[src/hdl/cam_map_pkg.sv]
// Constants, register map and carrier types for the camera input bit mapper.
// Assumes one system clock domain; every camera pin is asynchronous to it.
package cam_map_pkg;

    // Register byte offsets on the APB slave.
    localparam logic [11:0] OFF_CTRL     = 12'h000;
    localparam logic [11:0] OFF_EXPO     = 12'h004;
    localparam logic [11:0] OFF_GPIO_OUT = 12'h008;
    localparam logic [11:0] OFF_GPIO_IN  = 12'h00C;
    localparam logic [11:0] OFF_AUX      = 12'h010;
    localparam logic [11:0] OFF_STATUS   = 12'h014;

    // Control register field positions.
    localparam int CTRL_WIDE     = 0;
    localparam int CTRL_FMT_LO   = 1;
    localparam int CTRL_GPA_OUT  = 3;
    localparam int CTRL_GPB_OUT  = 4;
    localparam int CTRL_SER_DIFF = 5;
    localparam int CTRL_DIFF_B   = 6;
    localparam int CTRL_DE_FIELD = 7;
    localparam int CTRL_TRIG_A   = 8;
    localparam int CTRL_TRIG_B   = 9;
    localparam int CTRL_W        = 10;

    // Exposure register field positions.
    localparam int EXPO_SYNC_A  = 0;
    localparam int EXPO_SYNC_B  = 1;
    localparam int EXPO_RESET_A = 2;
    localparam int EXPO_RESET_B = 3;
    localparam int EXPO_W       = 4;

    // Status register field positions.
    localparam int STAT_VALID_LO = 0;
    localparam int STAT_OVF_LO   = 2;
    localparam int STAT_FE_LO    = 4;

    // Pixel formats held in the control register.
    localparam logic [1:0] FMT_MONO = 2'h0;
    localparam logic [1:0] FMT_RGB  = 2'h1;
    localparam logic [1:0] FMT_TAP8 = 2'h2;
    localparam logic [1:0] FMT_TAPW = 2'h3;

    // Values after reset.
    localparam logic [CTRL_W-1:0] CTRL_RST     = 10'h000;
    localparam logic [EXPO_W-1:0] EXPO_RST     = 4'h0;
    localparam logic [15:0]       GPIO_OUT_RST = 16'h0000;
    localparam logic [31:0]       RDATA_RST    = 32'h0000_0000;

    // Depth of the two-entry pixel buffer per channel.
    localparam logic [1:0] BUF_DEPTH = 2'h2;

    typedef struct packed {
        logic frame_enable_input;
        logic line_enable_input;
        logic data_enable_input;
        logic camera_clock_input;
    } cam_ctrl_type;

    typedef struct packed {
        logic        frame_enable;
        logic        line_enable;
        logic        data_enable;
        logic [15:0] field0;
        logic [15:0] field1;
        logic [15:0] field2;
        logic [35:0] raw;
    } pix_word_type;

endpackage : cam_map_pkg

[src/hdl/camera_input_bit_mapper.sv]
// Camera input bit mapper: pin sampling, bit placement, buffering and APB registers.
// Assumes camera pins are asynchronous to clk_sys and the camera clock is far slower.
//
// Chosen here: the APB slave port and the placing of the registers.

// Functional notes
// - Each GPIO byte port wholly input or output.
// - Channel A MSB-0..15, channel B MSB-16..31.
// - Control inputs: frame, line, data enable, clock.
// - Wide mode: B controls are MSB-32..35.
// - RGB: red 0..11, green 12..23, blue 24..35.
// - Adjacent two-tap 8-bit: odd 0..7, even 8..15.
// - Other two-tap: odd 0..15, even 16..31.
// - Bits count downward from the MSB input.
// - Control outputs carry exposure sync and reset.
// - Single-ended serial uses own receive/transmit pairs.
// - Differential serial spreads one channel over pairs.
// - Two 2-bit aux ports: status, trigger, encoder.
module camera_input_bit_mapper (
    input  wire logic                           clk_sys,
    input  wire logic                           nrst,
    input  wire logic                           psel,
    input  wire logic                           penable,
    input  wire logic                           pwrite,
    input  wire logic [11:0]                    paddr,
    input  wire logic [31:0]                    pwdata,
    output logic      [31:0]                    prdata,
    output logic                                pready,
    output logic                                pslverr,
    input  wire logic [31:0]                    cam_data,
    input  wire cam_map_pkg::cam_ctrl_type      ctrl_a,
    input  wire cam_map_pkg::cam_ctrl_type      ctrl_b,
    output cam_map_pkg::pix_word_type [1:0]     pix_word,
    output logic      [1:0]                     pix_valid,
    input  wire logic [1:0]                     pix_ready,
    output logic                                cam_ctrl_out_a_first,
    output logic                                cam_ctrl_out_a_second,
    output logic                                cam_ctrl_out_b_first,
    output logic                                cam_ctrl_out_b_second,
    input  wire logic [1:0]                     serial_in_pair_first,
    input  wire logic [1:0]                     serial_in_pair_second,
    output logic      [1:0]                     serial_out_pair_first,
    output logic      [1:0]                     serial_out_pair_second,
    input  wire logic [1:0]                     uart_tx,
    input  wire logic [1:0]                     uart_rts,
    output logic      [1:0]                     uart_rx,
    output logic      [1:0]                     uart_cts,
    input  wire logic [3:0]                     aux_in,
    output logic      [3:0]                     aux_level,
    output logic      [1:0]                     aux_trigger,
    input  wire logic [15:0]                    gpio_in,
    output logic      [15:0]                    gpio_out,
    output logic      [15:0]                    gpio_oe_n
);
    import cam_map_pkg::*;

    logic [39:0]        raw_s1_q;
    logic [39:0]        raw_s2_q;
    logic [1:0]         clk_prev_q;
    logic [23:0]        misc_s1_q;
    logic [23:0]        misc_s2_q;
    logic [1:0]         aux_prev_q;
    logic [CTRL_W-1:0]  ctrl_q;
    logic [EXPO_W-1:0]  expo_q;
    logic [15:0]        gpio_out_q;
    logic [15:0]        gpio_oe_n_q;
    logic [31:0]        prdata_q;
    logic               pready_q;
    logic               pslverr_q;
    logic [31:0]        rdata_d;
    logic               addr_ok;
    logic               apb_done;
    logic               apb_wr;
    logic [1:0]         ovf_clr;
    logic [1:0]         ovf;
    logic [1:0]         uart_rx_q;
    logic [1:0]         uart_cts_q;
    logic [1:0]         ser_out1_q;
    logic [1:0]         ser_out2_q;
    logic [1:0]         aux_trig_q;
    logic [35:0]        wide_word;
    logic [1:0]         fmt;

    assign fmt       = ctrl_q[CTRL_FMT_LO+1:CTRL_FMT_LO];
    assign wide_word = {raw_s2_q[39:8], raw_s2_q[3:0]};

    // Two flip-flops on every camera pin before any logic reads it.
    always_ff @(posedge clk_sys or negedge nrst) begin
        if (!nrst) begin
            raw_s1_q   <= '0;
            raw_s2_q   <= '0;
            clk_prev_q <= '0;
        end else begin
            raw_s1_q   <= {cam_data, ctrl_a, ctrl_b};
            raw_s2_q   <= raw_s1_q;
            clk_prev_q <= {raw_s2_q[0], raw_s2_q[4]};
        end
    end

    // Two flip-flops on the GPIO, aux and serial input pins.
    always_ff @(posedge clk_sys or negedge nrst) begin
        if (!nrst) begin
            misc_s1_q <= '0;
            misc_s2_q <= '0;
        end else begin
            misc_s1_q <= {gpio_in, aux_in, serial_in_pair_first, serial_in_pair_second};
            misc_s2_q <= misc_s1_q;
        end
    end

    // Places the bits of one captured word: channel A by the pixel format, channel B always from MSB-16..31.
    function automatic pix_word_type map_word(input logic [35:0] w,
                                              input cam_ctrl_type c,
                                              input logic [1:0] f,
                                              input logic chb);
        pix_word_type r;
        r              = '0;
        r.frame_enable = c.frame_enable_input;
        r.line_enable  = c.line_enable_input;
        r.data_enable  = c.data_enable_input;
        r.raw          = w;
        if (chb) begin
            r.field0 = w[19:4];
        end else begin
            case (f)
                FMT_RGB: begin
                    r.field0 = {4'h0, w[35:24]};
                    r.field1 = {4'h0, w[23:12]};
                    r.field2 = {4'h0, w[11:0]};
                end
                FMT_TAP8: begin
                    r.field0 = {8'h00, w[35:28]};
                    r.field1 = {8'h00, w[27:20]};
                end
                FMT_TAPW: begin
                    r.field0 = w[35:20];
                    r.field1 = w[19:4];
                end
                default: begin
                    r.field0 = w[35:20];
                end
            endcase
        end
        return r;
    endfunction : map_word

    genvar ch;
    generate
        for (ch = 0; ch < 2; ch++) begin : g_chan
            cam_ctrl_type c;
            pix_word_type nw;
            pix_word_type head_q;
            pix_word_type tail_q;
            logic [1:0]   cnt_q;
            logic         valid_q;
            logic         ovf_q;
            logic         en;
            logic         rise;
            logic         push;
            logic         pop;
            logic         full;

            assign c    = raw_s2_q[7-4*ch -: 4];
            assign en   = (ch == 0) ? 1'b1 : !ctrl_q[CTRL_WIDE];
            assign rise = c.camera_clock_input && !clk_prev_q[ch];
            assign push = rise && en && c.line_enable_input &&
                          (c.data_enable_input || ctrl_q[CTRL_DE_FIELD]);
            assign pop  = valid_q && pix_ready[ch];
            assign full = (cnt_q == BUF_DEPTH);
            assign nw   = map_word(wide_word, c, fmt, ch == 1);

            // Two-entry buffer; the head register drives the output directly.
            always_ff @(posedge clk_sys or negedge nrst) begin
                if (!nrst) begin
                    head_q  <= '0;
                    tail_q  <= '0;
                    cnt_q   <= 2'h0;
                    valid_q <= 1'b0;
                end else begin
                    if (push && pop) begin
                        if (cnt_q == 2'h1) begin
                            head_q <= nw;
                        end else begin
                            head_q <= tail_q;
                            tail_q <= nw;
                        end
                    end else if (push && !full) begin
                        if (cnt_q == 2'h0) begin
                            head_q  <= nw;
                            valid_q <= 1'b1;
                        end else begin
                            tail_q <= nw;
                        end
                        cnt_q <= cnt_q + 2'h1;
                    end else if (pop) begin
                        head_q  <= tail_q;
                        cnt_q   <= cnt_q - 2'h1;
                        valid_q <= (cnt_q == BUF_DEPTH);
                    end
                end
            end

            // Sticky overflow when a word arrives at a full buffer and no word pops in that cycle; setting beats clearing.
            always_ff @(posedge clk_sys or negedge nrst) begin
                if (!nrst) begin
                    ovf_q <= 1'b0;
                end else if (push && full && !pop) begin
                    ovf_q <= 1'b1;
                end else if (ovf_clr[ch]) begin
                    ovf_q <= 1'b0;
                end
            end

            assign pix_word[ch]  = head_q;
            assign pix_valid[ch] = valid_q;
            assign ovf[ch]       = ovf_q;
        end
    endgenerate

    // APB slave: one wait state; read data registered as pready rises, write taken on the following edge.
    assign apb_done = psel && penable && pready_q;
    assign apb_wr   = apb_done && pwrite;
    assign ovf_clr  = (apb_wr && paddr == OFF_STATUS) ?
                      pwdata[STAT_OVF_LO+1:STAT_OVF_LO] : 2'h0;

    always_comb begin
        rdata_d = '0;
        addr_ok = 1'b1;
        if (paddr == OFF_CTRL) begin
            rdata_d[CTRL_W-1:0] = ctrl_q;
        end else if (paddr == OFF_EXPO) begin
            rdata_d[EXPO_W-1:0] = expo_q;
        end else if (paddr == OFF_GPIO_OUT) begin
            rdata_d[15:0] = gpio_out_q;
        end else if (paddr == OFF_GPIO_IN) begin
            rdata_d[15:0] = misc_s2_q[23:8];
        end else if (paddr == OFF_AUX) begin
            rdata_d[3:0] = misc_s2_q[7:4];
        end else if (paddr == OFF_STATUS) begin
            rdata_d[STAT_VALID_LO+1:STAT_VALID_LO] = pix_valid;
            rdata_d[STAT_OVF_LO+1:STAT_OVF_LO]     = ovf;
            rdata_d[STAT_FE_LO+1:STAT_FE_LO]       = {raw_s2_q[3], raw_s2_q[7]};
        end else begin
            addr_ok = 1'b0;
        end
    end

    always_ff @(posedge clk_sys or negedge nrst) begin
        if (!nrst) begin
            pready_q  <= 1'b0;
            pslverr_q <= 1'b0;
            prdata_q  <= RDATA_RST;
        end else if (psel && penable && !pready_q) begin
            pready_q  <= 1'b1;
            pslverr_q <= !addr_ok;
            prdata_q  <= pwrite ? RDATA_RST : rdata_d;
        end else begin
            pready_q  <= 1'b0;
            pslverr_q <= 1'b0;
        end
    end

    // Software-written registers.
    always_ff @(posedge clk_sys or negedge nrst) begin
        if (!nrst) begin
            ctrl_q     <= CTRL_RST;
            expo_q     <= EXPO_RST;
            gpio_out_q <= GPIO_OUT_RST;
        end else if (apb_wr) begin
            if (paddr == OFF_CTRL) begin
                ctrl_q <= pwdata[CTRL_W-1:0];
            end else if (paddr == OFF_EXPO) begin
                expo_q <= pwdata[EXPO_W-1:0];
            end else if (paddr == OFF_GPIO_OUT) begin
                gpio_out_q <= pwdata[15:0];
            end
        end
    end

    // Each GPIO byte turns around as a whole.
    always_ff @(posedge clk_sys or negedge nrst) begin
        if (!nrst) begin
            gpio_oe_n_q <= 16'hFFFF;
        end else begin
            gpio_oe_n_q <= {{8{!ctrl_q[CTRL_GPB_OUT]}}, {8{!ctrl_q[CTRL_GPA_OUT]}}};
        end
    end

    // Serial line routing between the UART and the camera pairs.
    always_ff @(posedge clk_sys or negedge nrst) begin
        if (!nrst) begin
            uart_rx_q  <= 2'h3;
            uart_cts_q <= 2'h3;
            ser_out1_q <= 2'h2;
            ser_out2_q <= 2'h2;
        end else if (ctrl_q[CTRL_SER_DIFF]) begin
            uart_rx_q  <= ctrl_q[CTRL_DIFF_B] ? {misc_s2_q[3], 1'b1} : {1'b1, misc_s2_q[3]};
            uart_cts_q <= ctrl_q[CTRL_DIFF_B] ? {misc_s2_q[1], 1'b1} : {1'b1, misc_s2_q[1]};
            if (ctrl_q[CTRL_DIFF_B]) begin
                ser_out1_q <= {uart_tx[1], !uart_tx[1]};
                ser_out2_q <= {uart_rts[1], !uart_rts[1]};
            end else begin
                ser_out1_q <= {uart_tx[0], !uart_tx[0]};
                ser_out2_q <= {uart_rts[0], !uart_rts[0]};
            end
        end else begin
            uart_rx_q  <= {misc_s2_q[1], misc_s2_q[3]};
            uart_cts_q <= {misc_s2_q[0], misc_s2_q[2]};
            ser_out1_q <= {uart_tx[0], uart_rts[0]};
            ser_out2_q <= {uart_tx[1], uart_rts[1]};
        end
    end

    // Aux ports: levels for status or encoder, rising edge of bit 0 as a trigger.
    always_ff @(posedge clk_sys or negedge nrst) begin
        if (!nrst) begin
            aux_prev_q <= 2'h0;
            aux_trig_q <= 2'h0;
        end else begin
            aux_prev_q <= {misc_s2_q[6], misc_s2_q[4]};
            aux_trig_q <= {ctrl_q[CTRL_TRIG_B] && misc_s2_q[6] && !aux_prev_q[1],
                           ctrl_q[CTRL_TRIG_A] && misc_s2_q[4] && !aux_prev_q[0]};
        end
    end

    assign prdata                 = prdata_q;
    assign pready                 = pready_q;
    assign pslverr                = pslverr_q;
    assign cam_ctrl_out_a_first   = expo_q[EXPO_SYNC_A];
    assign cam_ctrl_out_b_first   = expo_q[EXPO_SYNC_B];
    assign cam_ctrl_out_a_second  = expo_q[EXPO_RESET_A];
    assign cam_ctrl_out_b_second  = expo_q[EXPO_RESET_B];
    assign serial_out_pair_first  = ser_out1_q;
    assign serial_out_pair_second = ser_out2_q;
    assign uart_rx                = uart_rx_q;
    assign uart_cts               = uart_cts_q;
    assign aux_level              = misc_s2_q[7:4];
    assign aux_trigger            = aux_trig_q;
    assign gpio_out               = gpio_out_q;
    assign gpio_oe_n              = gpio_oe_n_q;

endmodule : camera_input_bit_mapper

[config.mk]
export PLATFORM = sky130hd
export DESIGN_NAME = camera_input_bit_mapper
export DESIGN_NICKNAME = d
export VERILOG_FILES = /design/src/hdl/cam_map_pkg.sv /design/src/hdl/camera_input_bit_mapper.sv
export SDC_FILE = /design/constraint.sdc
export NUM_CORES = 1
export LEC_CHECK = 0
export BUFFER_PORTS_ARGS = -buffer_cell sky130_fd_sc_hd__buf_4
export CAP_MARGIN = 25
export CORE_MARGIN = 2
export CORE_UTILIZATION = 27
export CTS_CLUSTER_SIZE = 30
export DETAILED_ROUTE_END_ITERATION = 16
export GPL_TIMING_DRIVEN = 0
export PLACE_DENSITY = 0.44
export RECOVER_POWER = 50
export SETUP_SLACK_MARGIN = 0.5
export SYNTH_ARGS = -nofsm -noshare
export SYNTH_HDL_FRONTEND = slang
export SYNTH_SLANG_ARGS = --single-unit
[constraint.sdc]
create_clock -name clk_sys -period 2.3 [get_ports clk_sys]
set_input_delay 0.115 -clock clk_sys [delete_from_list [all_inputs] [get_ports clk_sys]]
set_output_delay 0.115 -clock clk_sys [all_outputs]
set_load 0.01 [all_outputs]
==> flow_metrics.env <==
export IMPL_viasPerCell=4.46
export IMPL_dieWidth_um=261
export IMPL_first_iter_violations=775
export IMPL_ios=379
export IMPL_die_y_um=261
export IMPL_comb_power_share_pct=24.2
export IMPL_p_sw_share_pct=30.3
export IMPL_num_rows=94
export IMPL_start_util_pct=27.2
export IMPL_clk_path_buf_depth=3
export IMPL_clkSinkCount=438
export IMPL_cp_max_fo=6
export IMPL_postRouteAntennaNets=0
export IMPL_tightestPinTransition_ns=0.811
export IMPL_synth_area_um2=17800
export IMPL_r2r_start="ctrl_q[7]"
export IMPL_wire_per_inst_um=19.8
export IMPL_synth_avg_cell_area_um2=12.3
export IMPL_port_buffers=310
export IMPL_grt_use_total_pct=16.9
export IMPL_crit_path_start_kind="register"
export IMPL_vias=13050
export IMPL_synthCells=1451
export IMPL_async_flop_share_pct=100
export IMPL_fin_crit_sh_pct=94.7
export IMPL_cp_arrival_ns=2.66
export IMPL_rsz0062_at_grt="true"
export IMPL_fillers=6538
export IMPL_setup_viol=0
export IMPL_layout_drive_gt1_share_pct=29.7
export IMPL_die_area_um2=68100
export IMPL_synth_edff_count=0
export IMPL_regToRegEndpoint="g_chan[1].tail_q[22]"
export IMPL_ff2ff_setup_slack_ns=0.12
export IMPL_skew_ns=0.0298
export IMPL_cp_end_kind="register"
export IMPL_grt_antenna_before_repair=1
export IMPL_overflow=0
export IMPL_startpoint="ctrl_q[7]"
export IMPL_post_dp_hpwl_um=40400
export IMPL_crit_required_ns=2.79
export IMPL_whs_ns=0.0303
export IMPL_drv_cap=0
export IMPL_p_switching_mw=7.75
export IMPL_worst_r2r_path_depth=7
export IMPL_clk_pin_slew_ns=0.06
export IMPL_p_leak_nw=11.1
export IMPL_drcViolationCount=0
export IMPL_synth_cell_types=72
export IMPL_grt_pass1_vias=13389
export IMPL_period_minus_slack_ns=2.18
export IMPL_grt_pass1_wl_um=86300
export IMPL_relSlewSlack_pct=45.9
export IMPL_power_per_cell_area_nw_per_um2=1010
export IMPL_grt_max_degree=111
export IMPL_layout_nets=2153
export IMPL_setup_tns_ns=0
export IMPL_drt_wl_total_um=58100
export IMPL_drv_slew=0
export IMPL_ys_warnings_count=0
export IMPL_synth_seq_cells=438
export IMPL_area_delta_synth_final_pct=41.8
export IMPL_vdd_ir_drop_worst_mv=0.569
export IMPL_status="complete, no violations"
export IMPL_numCtsBuffers=52
export IMPL_place_gp_congestion=0.791
export IMPL_seq_area_frac_synth_pct=61.5
export IMPL_fmax_ghz=0.459
export IMPL_clock_latency_ns=0.61
export IMPL_critPathKind="register to register"
export IMPL_core_um2=65600
export IMPL_first_pass_iters=5
export IMPL_min_path_type="primary input to async pin"
export IMPL_p_int_mw=17.8
export IMPL_htreeDepth=2
export IMPL_cts_root_buf="clkbuf_16"
export IMPL_pwr_share_clk_pct=33.4
export IMPL_p_seq_share_pct=42.4
export IMPL_tritoncts="yes"
export IMPL_synthFlopType="dfrtp_1"
export IMPL_hold_violations=0
-- final cells by class --
| class | count | area [µm²] | share of cell area (%) |
|---|---|---|---|
| sequential | 438 | 11000 | 43.4 |
| multi-input combinational | 870 | 6280 | 24.8 |
| timing repair buffer | 468 | 3620 | 14.3 |
| clock buffer | 83 | 1560 | 6.16 |
| buffer | 174 | 1480 | 5.84 |
| tap | 864 | 1080 | 4.27 |
| clock inverter | 11 | 225 | 0.890 |
| inverter | 20 | 77.6 | 0.307 |
| antenna | 1 | 2.50 | 0.00989 |
-- critical path, cell delays in order (launching register included) --
cell	delay, ns
dfrtp_1	0.50
nor2_1	0.58
nor2_4	0.10
o21a_4	0.17
buf_12	0.15
buf_6	0.12
buf_8	0.12
mux2_4	0.29
-- layout by cell type (no fill, tap or decap), drive strengths merged, types with 4 or more instances in the layout --
cell type,netlist,layout
a222oi,8,8
buf,131,260
o21ai,109,109
dfstp,8,8
dlygate4sd3,0,95
nand3b,5,5
or2,4,4
a211oi,4,4
a31oi,23,23
o211ai,5,5
mux2i,113,113
a32o,4,4
nor4,6,6
a22oi,13,13
clkinv,0,4
a221o,4,4
nand2b,30,30
nand3,27,27
conb,1,52
nand2,127,127
dfrtp,430,430
a21oi,47,47
clkbuf,43,367
inv,20,21
bufinv,0,5
ha,10,10
mux2,124,124
nor2,96,96
a2bb2oi,5,5
-- cell usage after synthesis, types with 3 or more instances --
cell type / n / area [µm²]
dfrtp_1: 430 / 10800
nand2_1: 127 / 477
mux2i_1: 113 / 1130
mux2_2: 110 / 1240
buf_4: 98 / 736
nor2_1: 96 / 360
o21ai_0: 59 / 295
o21ai_1: 50 / 250
a21oi_1: 47 / 235
clkbuf_1: 43 / 161
buf_2: 30 / 150
nand2b_1: 30 / 188
nand3_1: 25 / 125
a31oi_1: 23 / 144
inv_1: 20 / 75.1
mux2_1: 14 / 158
a22oi_1: 13 / 97.6
ha_1: 10 / 125
a222oi_1: 8 / 80.1
dfstp_2: 8 / 210
a2bb2oi_1: 5 / 43.8
nand3b_1: 5 / 37.5
o211ai_1: 5 / 37.5
a211oi_1: 4 / 30.0
a221o_1: 4 / 40.0
a32o_1: 3 / 30.0
and3_1: 3 / 18.8
nor4_1: 3 / 18.8
o2111a_1: 3 / 33.8
o2111ai_1: 3 / 26.3
o22ai_1: 3 / 18.8
or2_2: 3 / 18.8
-- power groups by stage --
| stage | sequential (mW) | clock, mW | combinational [mW] |
|---|---|---|---|
| floorplan | 10.9 | 0 | 2.91 |
| global placement | 10.9 | 0 | 6.06 |
| detailed placement | 11.0 | 0 | 6.18 |
| CTS | 10.9 | 8.84 | 6.93 |
| global route | 11.1 | 9.16 | 6.90 |
| finish | 10.8 | 8.55 | 6.21 |
-- flip-flops by register name, indices dropped and copies added (netlist names) --
name	cells
uart_rx	2
pslverr	1
pready	1
gpio_oe_n	2
expo_q	4
g_chan.ovf_q	2
uart_cts	2
g_chan.cnt_q	4
raw_s1_q	40
gpio_out	16
aux_trigger	2
raw_s2_q	40
pix_word	119
serial_out_pair_second	2
aux_prev_q	2
misc_s2_q	24
prdata	16
ctrl_q	10
g_chan.tail_q	119
g_chan.valid_q	2
serial_out_pair_first	2
clk_prev_q	2
misc_s1_q	24
-- how the worst max path moves through the flow --
stage / end / slack [ns]
floorplan: pix_word[68] / 0.43
global placement: raw_s1_q[13] / -3.63
detailed placement: pix_word[28] / -0.70
CTS: pix_word[27] / 0.19
global route: pix_word[3] / 0.06
finish: g_chan[1].tail_q[22] / 0.12
-- kinds of logic (layout without fill, tap and decap cells) --
family	count (synthesis)	after routing	share of synthesized area (%)
other cells	1	53	0.0210
fa+ha+maj	10	10	0.702
mux	237	237	14.2
flops	438	438	61.5
compound gates	249	249	8.58
simple gates	320	320	8.52
xor+xnor	2	2	0.0982
buf+inv	194	756	6.40
-- through the flow --
stage               setup WS (ns)  total power, mW  util, %  area, µm²  instances
floorplan                   0.431             13.8        -      18200       1502
global placement            -3.63             17.0     32.9      21600       2676
detailed placement         -0.701             17.2     33.1      21700       2682
CTS                         0.191             26.7     39.3      25800       2923
global route               0.0582             27.1     38.5      25300       2929
finish                      0.122             25.6     38.5      25300       2929
-- metal layers --
layer	wire length, µm	up-vias	track usage [%]
met2	27900	325	27.9
met3	3580	65	4.16
met4	945	0	3.55
met5	0	-	0
li1	-	6072	-
met1	25700	6588	22.6
-- repair_timing --
item	4_1_cts	5_1_grt
pin swaps	36	6
hold buffers	95	0
resized for setup	177	21
setup buffers	40	4
gates cloned	12	1
hold endpoints to repair	322	0
setup endpoints to repair	268	276
Power figures use the tool's default switching activity.
